==> src/rtl/sos_params.svh <==
// constants for the status output selector: register offsets, field positions, reset values
// assumes a 32-bit apb slave with byte addresses and 8 decoded address bits
`ifndef SOS_PARAMS_SVH
`define SOS_PARAMS_SVH

`define SOS_OFF_SEL 8'h00
`define SOS_OFF_ANA 8'h04
`define SOS_OFF_FREQ_SET 8'h08
`define SOS_OFF_FREQ_12 8'h0C
`define SOS_OFF_START_FREQ 8'h10
`define SOS_OFF_UV_LIMIT 8'h14
`define SOS_OFF_PID_LIMITS 8'h18
`define SOS_OFF_COUNT_SET 8'h1C
`define SOS_OFF_FREQ_RANGE 8'h20
`define SOS_OFF_RATED_CUR 8'h24
`define SOS_OFF_STATUS 8'h28
`define SOS_OFF_COUNT 8'h2C

`define SOS_SEL_R1_LSB 0
`define SOS_SEL_R2_LSB 8
`define SOS_SEL_CO_LSB 16
`define SOS_ANA_V_LSB 0
`define SOS_ANA_I_LSB 8
`define SOS_HI_LSB 16

`define SOS_RST_R1 6'h01
`define SOS_RST_R2 6'h02
`define SOS_RST_CO 6'h03
`define SOS_RST_VSRC 3'h0
`define SOS_RST_ISRC 3'h1
`define SOS_RST_FINAL 16'h0064
`define SOS_RST_MID 16'h0032
`define SOS_RST_ZERO16 16'h0000
`define SOS_RST_MAXF 16'h1388
`define SOS_RST_RATED 16'h0064

`define SOS_CODE_MAX 6'h20
`define SOS_BUS_FULL_V 17'h003E8
`define SOS_OUT_FULL_V 17'h001FE

`endif

==> src/rtl/sos_pkg.sv <==
// types shared by the status output selector, its checker and its bench
// assumes sos_params.svh is included by the design files
package sos_pkg;

    typedef logic [5:0] func_code_t;
    typedef logic [2:0] ana_src_t;

    typedef struct packed {
        logic running;
        logic fault;
        logic accel;
        logic decel;
        logic timer1_done;
        logic timer2_done;
        logic timer1_start;
        logic timer2_start;
        logic cable_open;
        logic overload;
        logic over_torque;
    } drive_flags_t;

    typedef struct packed {
        logic [15:0] out_freq;
        logic [15:0] set_freq;
        logic [15:0] bus_volt;
        logic [15:0] out_volt;
        logic [15:0] out_current;
        logic [15:0] pid_feedback;
    } drive_meas_t;

    typedef enum logic [1:0] {
        WIND_IDLE,
        WIND_RUN,
        WIND_DONE
    } wind_state_t;

endpackage

==> src/rtl/analog_scaler.sv <==
// analogue output scaler: maps a value between lo and hi onto 0..full scale
// assumes lo and hi are chosen by the caller; output is registered
`timescale 1ns/1ps
`include "sos_params.svh"

module analog_scaler #(
    parameter int VW = 17,
    parameter int OW = 12
) (
    input wire logic pclk,
    input wire logic presetn,
    input wire logic [VW-1:0] value,
    input wire logic [VW-1:0] lo,
    input wire logic [VW-1:0] hi,
    output logic [OW-1:0] scaled
);
    localparam logic [OW-1:0] FULL = {OW{1'b1}};

    wire [VW-1:0] span = (hi > lo) ? VW'(hi - lo) : VW'(1);
    wire [VW-1:0] num = (value > lo) ? VW'(value - lo) : '0;
    // divider kept combinational: the source changes slowly, one cycle is plenty
    wire [VW+OW-1:0] prod = (VW+OW)'(num) * (VW+OW)'(FULL);
    wire [VW+OW-1:0] quot = prod / (VW+OW)'(span);
    wire [OW-1:0] scaled_nxt = (num >= span) ? FULL : quot[OW-1:0];

    always_ff @(posedge pclk or negedge presetn) begin
        if (!presetn) begin
            scaled <= '0;
        end else begin
            scaled <= scaled_nxt;
        end
    end

endmodule

==> src/rtl/status_output_selector.sv <==
// status output selector: function-coded relay outputs, counter, step program position,
// winding sequence and analogue output source selection behind an apb register file
// assumes drive status inputs are synchronous to pclk and stage/winding events are one-cycle pulses
//
// Our own choices: the address map and the APB slave port.
`timescale 1ns/1ps
`include "sos_params.svh"

module status_output_selector
    import sos_pkg::*;
#(
    parameter int STAGES = 8,
    parameter int OUT_W = 12
) (
    input wire logic pclk,
    input wire logic presetn,
    input wire logic psel,
    input wire logic penable,
    input wire logic pwrite,
    input wire logic [7:0] paddr,
    input wire logic [31:0] pwdata,
    output logic [31:0] prdata,
    output logic pready,
    output logic pslverr,
    input wire drive_flags_t flags,
    input wire drive_meas_t meas,
    input wire logic step_program_mode,
    input wire logic stage_done,
    input wire logic counter_pulse,
    input wire logic counter_reset,
    input wire logic program_clear,
    input wire logic winding_enable,
    input wire logic winding_done,
    output logic relay_output_one,
    output logic relay_output_two,
    output logic changeover_relay_output,
    output logic undervoltage_alarm,
    output logic cable_alarm,
    output logic winding_active,
    output logic winding_hold,
    output logic [15:0] winding_hold_freq,
    output logic [$clog2(STAGES)-1:0] program_step,
    output logic [OUT_W-1:0] analog_voltage_output,
    output logic [OUT_W-1:0] analog_current_output
);
    localparam int NCODE = 33;
    localparam int SW = $clog2(STAGES);
    localparam logic [SW-1:0] LAST_STEP = SW'(STAGES - 1);

    // a code above 32 is treated like code 0 so a bad write cannot drive a relay
    function automatic logic pick(input func_code_t code, input logic [NCODE-1:0] conds);
        if (code > `SOS_CODE_MAX || code == '0) begin
            return 1'b0;
        end
        return conds[code];
    endfunction

    func_code_t relay1_function_select_r;
    func_code_t relay2_function_select_r;
    func_code_t changeover_relay_function_select_r;
    ana_src_t voltage_out_source_select_r;
    ana_src_t current_out_source_select_r;
    logic [15:0] freq1_r, freq2_r, set_tol_r, start_freq_r, uv_limit_r;
    logic [15:0] pid_upper_r, pid_lower_r;
    logic [15:0] final_count_setting_r, intermediate_count_setting_r;
    logic [15:0] min_freq_r, max_freq_r, rated_cur_r;
    logic [15:0] count_r;
    logic pulse_d_r;
    logic [SW-1:0] step_r;
    logic stage_pulse_r, prog_pulse_r;
    logic tmr1_r, tmr2_r;
    wind_state_t wind_r, wind_nxt;
    logic [15:0] hold_freq_r;
    logic [2:0] relays_r;
    logic uv_alarm_r, cable_alarm_r;

    // apb decode
    wire wr_en = psel && penable && pwrite;
    wire hit_sel = paddr == `SOS_OFF_SEL;
    wire hit_ana = paddr == `SOS_OFF_ANA;
    wire hit_fset = paddr == `SOS_OFF_FREQ_SET;
    wire hit_f12 = paddr == `SOS_OFF_FREQ_12;
    wire hit_sf = paddr == `SOS_OFF_START_FREQ;
    wire hit_uv = paddr == `SOS_OFF_UV_LIMIT;
    wire hit_pid = paddr == `SOS_OFF_PID_LIMITS;
    wire hit_cnt = paddr == `SOS_OFF_COUNT_SET;
    wire hit_rng = paddr == `SOS_OFF_FREQ_RANGE;
    wire hit_rat = paddr == `SOS_OFF_RATED_CUR;
    wire hit_st = paddr == `SOS_OFF_STATUS;
    wire hit_cv = paddr == `SOS_OFF_COUNT;
    wire mapped = hit_sel | hit_ana | hit_fset | hit_f12 | hit_sf | hit_uv | hit_pid |
                  hit_cnt | hit_rng | hit_rat | hit_st | hit_cv;

    assign pready = 1'b1;
    assign pslverr = psel && penable && !mapped;

    wire [31:0] status_word = {8'h00, 5'h00, relays_r, 2'h0, wind_r, uv_alarm_r, cable_alarm_r,
                               tmr2_r, tmr1_r, 8'(step_r)};
    wire [31:0] rd_mux =
        hit_sel ? {10'h000, changeover_relay_function_select_r, 2'h0, relay2_function_select_r,
                   2'h0, relay1_function_select_r} :
        hit_ana ? {21'h000000, current_out_source_select_r, 5'h00, voltage_out_source_select_r} :
        hit_fset ? {16'h0000, set_tol_r} :
        hit_f12 ? {freq2_r, freq1_r} :
        hit_sf ? {16'h0000, start_freq_r} :
        hit_uv ? {16'h0000, uv_limit_r} :
        hit_pid ? {pid_lower_r, pid_upper_r} :
        hit_cnt ? {intermediate_count_setting_r, final_count_setting_r} :
        hit_rng ? {max_freq_r, min_freq_r} :
        hit_rat ? {16'h0000, rated_cur_r} :
        hit_st ? status_word :
        hit_cv ? {16'h0000, count_r} : 32'h00000000;
    assign prdata = (psel && !pwrite) ? rd_mux : 32'h00000000;

    always_ff @(posedge pclk or negedge presetn) begin
        if (!presetn) begin
            relay1_function_select_r <= `SOS_RST_R1;
            relay2_function_select_r <= `SOS_RST_R2;
            changeover_relay_function_select_r <= `SOS_RST_CO;
        end else if (wr_en && hit_sel) begin
            relay1_function_select_r <= pwdata[`SOS_SEL_R1_LSB +: 6];
            relay2_function_select_r <= pwdata[`SOS_SEL_R2_LSB +: 6];
            changeover_relay_function_select_r <= pwdata[`SOS_SEL_CO_LSB +: 6];
        end
    end

    always_ff @(posedge pclk or negedge presetn) begin
        if (!presetn) begin
            voltage_out_source_select_r <= `SOS_RST_VSRC;
            current_out_source_select_r <= `SOS_RST_ISRC;
        end else if (wr_en && hit_ana) begin
            voltage_out_source_select_r <= pwdata[`SOS_ANA_V_LSB +: 3];
            current_out_source_select_r <= pwdata[`SOS_ANA_I_LSB +: 3];
        end
    end

    always_ff @(posedge pclk or negedge presetn) begin
        if (!presetn) begin
            set_tol_r <= `SOS_RST_ZERO16;
            freq1_r <= `SOS_RST_ZERO16;
            freq2_r <= `SOS_RST_ZERO16;
            start_freq_r <= `SOS_RST_ZERO16;
            uv_limit_r <= `SOS_RST_ZERO16;
        end else if (wr_en) begin
            if (hit_fset) begin
                set_tol_r <= pwdata[15:0];
            end
            if (hit_f12) begin
                freq1_r <= pwdata[15:0];
                freq2_r <= pwdata[`SOS_HI_LSB +: 16];
            end
            if (hit_sf) begin
                start_freq_r <= pwdata[15:0];
            end
            if (hit_uv) begin
                uv_limit_r <= pwdata[15:0];
            end
        end
    end

    always_ff @(posedge pclk or negedge presetn) begin
        if (!presetn) begin
            pid_upper_r <= `SOS_RST_ZERO16;
            pid_lower_r <= `SOS_RST_ZERO16;
            final_count_setting_r <= `SOS_RST_FINAL;
            intermediate_count_setting_r <= `SOS_RST_MID;
            min_freq_r <= `SOS_RST_ZERO16;
            max_freq_r <= `SOS_RST_MAXF;
            rated_cur_r <= `SOS_RST_RATED;
        end else if (wr_en) begin
            if (hit_pid) begin
                pid_upper_r <= pwdata[15:0];
                pid_lower_r <= pwdata[`SOS_HI_LSB +: 16];
            end
            if (hit_cnt) begin
                final_count_setting_r <= pwdata[15:0];
                intermediate_count_setting_r <= pwdata[`SOS_HI_LSB +: 16];
            end
            if (hit_rng) begin
                min_freq_r <= pwdata[15:0];
                max_freq_r <= pwdata[`SOS_HI_LSB +: 16];
            end
            if (hit_rat) begin
                rated_cur_r <= pwdata[15:0];
            end
        end
    end

    // pulse counter; slow pulses only, edge taken from one sampled copy
    wire pulse_edge = counter_pulse && !pulse_d_r;
    wire count_final = count_r >= final_count_setting_r;
    always_ff @(posedge pclk or negedge presetn) begin
        if (!presetn) begin
            pulse_d_r <= 1'b0;
            count_r <= `SOS_RST_ZERO16;
        end else begin
            pulse_d_r <= counter_pulse;
            if (counter_reset) begin
                count_r <= `SOS_RST_ZERO16;
            end else if (pulse_edge && !count_final) begin
                count_r <= count_r + 16'h0001;
            end
        end
    end

    // step program position survives fault and stop; only clear or completion rewinds it
    wire stage_ev = step_program_mode && stage_done;
    wire last_stage = step_r == LAST_STEP;
    always_ff @(posedge pclk or negedge presetn) begin
        if (!presetn) begin
            step_r <= '0;
            stage_pulse_r <= 1'b0;
            prog_pulse_r <= 1'b0;
        end else begin
            stage_pulse_r <= stage_ev;
            prog_pulse_r <= stage_ev && last_stage;
            if (program_clear) begin
                step_r <= '0;
            end else if (stage_ev) begin
                step_r <= last_stage ? '0 : SW'(step_r + 1'b1);
            end
        end
    end

    // timer reached flags: a new reach in the same cycle as removal still loses, start gone means off
    always_ff @(posedge pclk or negedge presetn) begin
        if (!presetn) begin
            tmr1_r <= 1'b0;
            tmr2_r <= 1'b0;
        end else begin
            tmr1_r <= flags.timer1_start && (tmr1_r || flags.timer1_done);
            tmr2_r <= flags.timer2_start && (tmr2_r || flags.timer2_done);
        end
    end

    // winding sequence
    always_comb begin
        wind_nxt = wind_r;
        unique case (wind_r)
            WIND_IDLE: begin
                if (winding_enable && flags.running) begin
                    wind_nxt = WIND_RUN;
                end
            end
            WIND_RUN: begin
                if (!flags.running) begin
                    wind_nxt = WIND_IDLE;
                end else if (winding_done) begin
                    wind_nxt = WIND_DONE;
                end
            end
            WIND_DONE: begin
                if (!flags.running) begin
                    wind_nxt = WIND_IDLE;
                end
            end
            default: wind_nxt = WIND_IDLE;
        endcase
    end

    always_ff @(posedge pclk or negedge presetn) begin
        if (!presetn) begin
            wind_r <= WIND_IDLE;
            hold_freq_r <= `SOS_RST_ZERO16;
        end else begin
            wind_r <= wind_nxt;
            if (wind_r == WIND_RUN && wind_nxt == WIND_DONE) begin
                hold_freq_r <= meas.out_freq;
            end
        end
    end

    assign winding_active = wind_r == WIND_RUN;
    assign winding_hold = wind_r == WIND_DONE;
    assign winding_hold_freq = hold_freq_r;
    assign program_step = step_r;

    // condition vector indexed by function code; unused codes stay low
    wire uv_now = meas.bus_volt < uv_limit_r;
    logic [NCODE-1:0] conds;
    always_comb begin
        conds = '0;
        conds[1] = flags.running;
        conds[2] = meas.out_freq >= meas.set_freq;
        conds[3] = flags.fault;
        conds[4] = meas.out_freq < start_freq_r;
        conds[5] = meas.out_freq >= freq1_r;
        conds[6] = meas.out_freq >= freq2_r;
        conds[7] = flags.accel;
        conds[8] = flags.decel;
        conds[9] = uv_now;
        conds[10] = tmr1_r;
        conds[11] = tmr2_r;
        conds[12] = stage_pulse_r;
        conds[13] = prog_pulse_r;
        conds[14] = meas.pid_feedback > pid_upper_r;
        conds[15] = meas.pid_feedback < pid_lower_r;
        conds[16] = flags.cable_open;
        conds[17] = flags.overload;
        conds[18] = flags.over_torque;
        conds[26] = wind_r == WIND_DONE;
        conds[27] = count_final;
        conds[28] = count_r >= intermediate_count_setting_r;
    end

    wire func_code_t sels[3] = '{relay1_function_select_r, relay2_function_select_r,
                                 changeover_relay_function_select_r};

    // registered so a selector rewrite cannot glitch a relay coil
    for (genvar g = 0; g < 3; g++) begin : g_relay
        always_ff @(posedge pclk or negedge presetn) begin
            if (!presetn) begin
                relays_r[g] <= 1'b0;
            end else begin
                relays_r[g] <= pick(sels[g], conds);
            end
        end
    end

    always_ff @(posedge pclk or negedge presetn) begin
        if (!presetn) begin
            uv_alarm_r <= 1'b0;
            cable_alarm_r <= 1'b0;
        end else begin
            uv_alarm_r <= uv_now;
            cable_alarm_r <= flags.cable_open;
        end
    end

    assign relay_output_one = relays_r[0];
    assign relay_output_two = relays_r[1];
    assign changeover_relay_output = relays_r[2];
    assign undervoltage_alarm = uv_alarm_r;
    assign cable_alarm = cable_alarm_r;

    // analogue source ranges; codes above 3 fall back to frequency
    function automatic logic [50:0] src_range(input ana_src_t s, input drive_meas_t m,
                                              input logic [15:0] fmin, input logic [15:0] fmax,
                                              input logic [15:0] rated);
        unique case (s)
            3'h1: return {17'(m.out_current), 17'h00000, {rated, 1'b0}};
            3'h2: return {17'(m.bus_volt), 17'h00000, `SOS_BUS_FULL_V};
            3'h3: return {17'(m.out_volt), 17'h00000, `SOS_OUT_FULL_V};
            default: return {17'(m.out_freq), 17'(fmin), 17'(fmax)};
        endcase
    endfunction

    wire [50:0] v_rng = src_range(voltage_out_source_select_r, meas, min_freq_r, max_freq_r, rated_cur_r);
    wire [50:0] i_rng = src_range(current_out_source_select_r, meas, min_freq_r, max_freq_r, rated_cur_r);

    analog_scaler #(.VW(17), .OW(OUT_W)) u_vscale (
        .pclk(pclk),
        .presetn(presetn),
        .value(v_rng[50:34]),
        .lo(v_rng[33:17]),
        .hi(v_rng[16:0]),
        .scaled(analog_voltage_output)
    );

    analog_scaler #(.VW(17), .OW(OUT_W)) u_iscale (
        .pclk(pclk),
        .presetn(presetn),
        .value(i_rng[50:34]),
        .lo(i_rng[33:17]),
        .hi(i_rng[16:0]),
        .scaled(analog_current_output)
    );

endmodule

==> config.mk <==
export PLATFORM = sky130hd
export DESIGN_NAME = status_output_selector
export DESIGN_NICKNAME = d
export VERILOG_FILES = /design/src/rtl/sos_pkg.sv /design/src/rtl/analog_scaler.sv /design/src/rtl/status_output_selector.sv
export VERILOG_INCLUDE_DIRS = /design/src /design/src/rtl
export SDC_FILE = /design/constraint.sdc
export NUM_CORES = 2
export LEC_CHECK = 0
export BUFFER_PORTS_ARGS = -buffer_cell sky130_fd_sc_hd__buf_2
export CORE_MARGIN = 2
export CORE_UTILIZATION = 50
export CTS_CLUSTER_DIAMETER = 40
export CTS_CLUSTER_SIZE = 8
export DETAILED_ROUTE_END_ITERATION = 8
export GPL_TIMING_DRIVEN = 1
export PLACE_DENSITY = 0.67
export SYNTH_ARGS = -nofsm -noshare
export SYNTH_HDL_FRONTEND = slang
export SYNTH_SLANG_ARGS = --single-unit
==> constraint.sdc <==
create_clock -name pclk -period 223.9 [get_ports pclk]
set_input_delay 67.17 -clock pclk [delete_from_list [all_inputs] [get_ports pclk]]
set_output_delay 67.17 -clock pclk [all_outputs]
set_load 0.02 [all_outputs]
==> out/qor.yml <==
yosysTopAreaCell: "ha_1"
grt_pass1_vias: 64874
drv_cap: 0
synth_most_common_cell: "ha_1"
min_from: "changeover_relay_function_select_r[5]"
area_growth_pct: 7.84
syn_inst: 8696
antenna_found_initial: 13
ys_ff_latch: 287
clk_latency_ps: 680
grt_pass1_wl_mm: 368
setup_viol: 0
r2r-start: "voltage_out_source_select_r[1]"
finClkSkew_ps: 28.9
synth_area_leaders: "ha_1, dfrtp_1, mux2_2"
die-height_um: 373
crit_required_ps: 224420
post_drt_via_cell_ratio: 6.37
grt_setup_unrepaired: "no"
grt_use_met2: 0.529
cts_resized: 0
yosysWarningCount: 0
grt_use_total: 0.330
core_um2: 135000
cts_hold_buf: 0
fp.dieW_um: 373
rows: 135
postCtsSetupRepairBufs: 0
critPathMaxFanout: 38
cts_tree: "yes"
status: "completed"
yosysSeqAreaShare: 0.106
pin_count: 243
dieArea_um2: 139000
hold_path_class: "register to register"
max-clock-path-buffers: 3
holdWs_ps: 472
crit_type: "input pin to register"
gr-max-usage-layer: "met2"
ys_top_cells_by_count: "ha_1, nand2_1, nor2_1, inv_1, a21oi_1"
root_buffer: "clkbuf_16"
nFillCells: 12956
final_cells: 10678
synth_edf_count: 0
ys_types: 134
antenna_left: 0
synth.avg_cell_area_um2: 7.85
slew_headroom: 0.194
drive_gt1_frac: 0.119
nNetsFinal: 10285
ys_async_sr_fraction: 1.00
use_met1: 0.442
fmax_mhz: 5.91
drt_iter0_drc: 6278
synth.cell_area_um2: 68200
totalWireLength_mm: 239
start_util: 0.504
h-tree-depth: 2
cp.arrival_ps: 169780
io_buffers: 241
wl_per_cell_um: 22.4
cts_num_sinks: 287
cts_made_buffers: 59
drc: 0
max_slew.worst_pin.slew_ps: 1210
worst_path_largest_cell_delay_ps: 990
place_congestion: 1.02
synth_fp_nets: 10142
via_count: 67968
fin_tns_setup_ps: 0
synth_flop_cell: "dfrtp_1"
fin_crit_sh: 0.756
worst_setup_path_start_kind: "input pin"
synth_top_area_share: 0.198
dp.cells: 10559
grt_max_degree: 99
clk_pin_slew_ps: 50
grt-ovfl-total: 0
drv_slew: 0
end_kind: "register"
hold_viol: 0
grt_use_met3: 0.0448
finalCriticalPeriod_ps: 169260
critical_path.startpoint: "meas[81]"
drt_pass1_iterations: 8
cp_common_cell: "o21a_1"
place_hpwl_mm: 188
crit_slowest_cell: "a21oi_1"
## critical path, delay by kind of cell
kind	cells	cell delay [ps]
xor gates and xnor gates	1	330
and+or+nand+nor	106	26430
muxes	4	1400
buffers and inverters	18	2690
adders and majority gates	36	12760
AOI/OAI and AO/OA	258	58760
## flip-flops by register name, indices dropped and copies added, names as in the netlist, 2 cells and up
| register | cells |
|---|---|
| uv_limit_r | 16 |
| count_r | 16 |
| freq1_r | 16 |
| changeover_relay_function_select_r | 6 |
| max_freq_r | 16 |
| rated_cur_r | 16 |
| relay2_function_select_r | 6 |
| winding_hold_freq | 16 |
| u_vscale.scaled | 12 |
| freq2_r | 16 |
| wind_r | 2 |
| min_freq_r | 16 |
| pid_lower_r | 16 |
| start_freq_r | 16 |
| pid_upper_r | 16 |
| voltage_out_source_select_r | 3 |
| relay1_function_select_r | 6 |
| final_count_setting_r | 16 |
| program_step | 3 |
| intermediate_count_setting_r | 16 |
| u_iscale.scaled | 12 |
| set_tol_r | 16 |
| current_out_source_select_r | 3 |
## metal layers
metal	vias to the layer above	routed length, um	share of wire
met5	-	27	0.00011
met4	4	11700	0.049
met3	536	18400	0.077
met2	2659	106000	0.44
met1	32476	104000	0.43
li1	32293	-	-
## cells by family (layout without fill, tap and decap cells)
family	Yosys count	count (layout)	share of synthesized area
DFF	287	287	0.106
muxes	469	469	0.0788
xor gates and xnor gates	430	430	0.0552
adders and majority gates	1289	1289	0.259
AOI/OAI and AO/OA	2626	2626	0.259
and+or+nand+nor	2738	2738	0.194
buffers and inverters	856	1048	0.0483
other	1	10	0.0000550
## final timing paths
check | end | cells past startpoint | slack, ps
min | changeover_relay_output | 1 | 470
max in group asynchronous | u_iscale.scaled[6] | 3 | 154950
max reg2reg | u_vscale.scaled[0] | 421 | 120340
min reg2reg | changeover_relay_output | 1 | 470
max | u_vscale.scaled[0] | 423 | 54640
min in group asynchronous | program_step[0] | 1 | 66560
## placed cells by master, fill, tap and decap left out, types with 32 or more instances in the layout
master     instances
a211oi_1          61
a21o_1           249
a21oi_1          578
a221oi_1          38
a22oi_1           60
a31oi_1           73
and2_1            76
and3_1            40
buf_2            240
buf_4             98
clkbuf_16         59
dfrtp_1          268
fa_1             208
ha_1            1079
inv_1            597
mux2_2           399
mux2i_1           51
nand2_1          736
nand2b_1         158
nand3_1          122
nand4_1           80
nor2_1           671
nor2b_1          156
nor3_1           400
nor4_1            33
o211ai_1          68
o21a_1           377
o21ai_0          491
o21bai_1          32
o31ai_1          171
or2_2             81
or3_1             66
xnor2_1          261
xor2_1           169
## area by class of cell
class / instances / area (um^2) / area share
Clock buffer: 86 / 1680 / 0.0228
Clock inverter: 24 / 439 / 0.00597
Inverter: 599 / 2250 / 0.0306
Sequential cell: 287 / 7210 / 0.0979
Antenna cell: 9 / 22.5 / 0.000306
Multi-Input combinational cell: 7553 / 57800 / 0.786
Tap cell: 1781 / 2230 / 0.0303
Timing Repair Buffer: 339 / 1950 / 0.0265
## through the flow
stage | cell area (um^2) | worst slack (ps) | util
after floorplan | 68200 | 67990 | -
after global placement | 71400 | 56990 | 0.527
after detailed placement | 71400 | 55960 | 0.527
after CTS | 73600 | 56170 | 0.543
after global routing | 73600 | 46990 | 0.543
final | 73600 | 54640 | 0.543
Power is not shown: default switching activity piles up to over one toggle a cycle in this logic, so the estimate is an artifact.
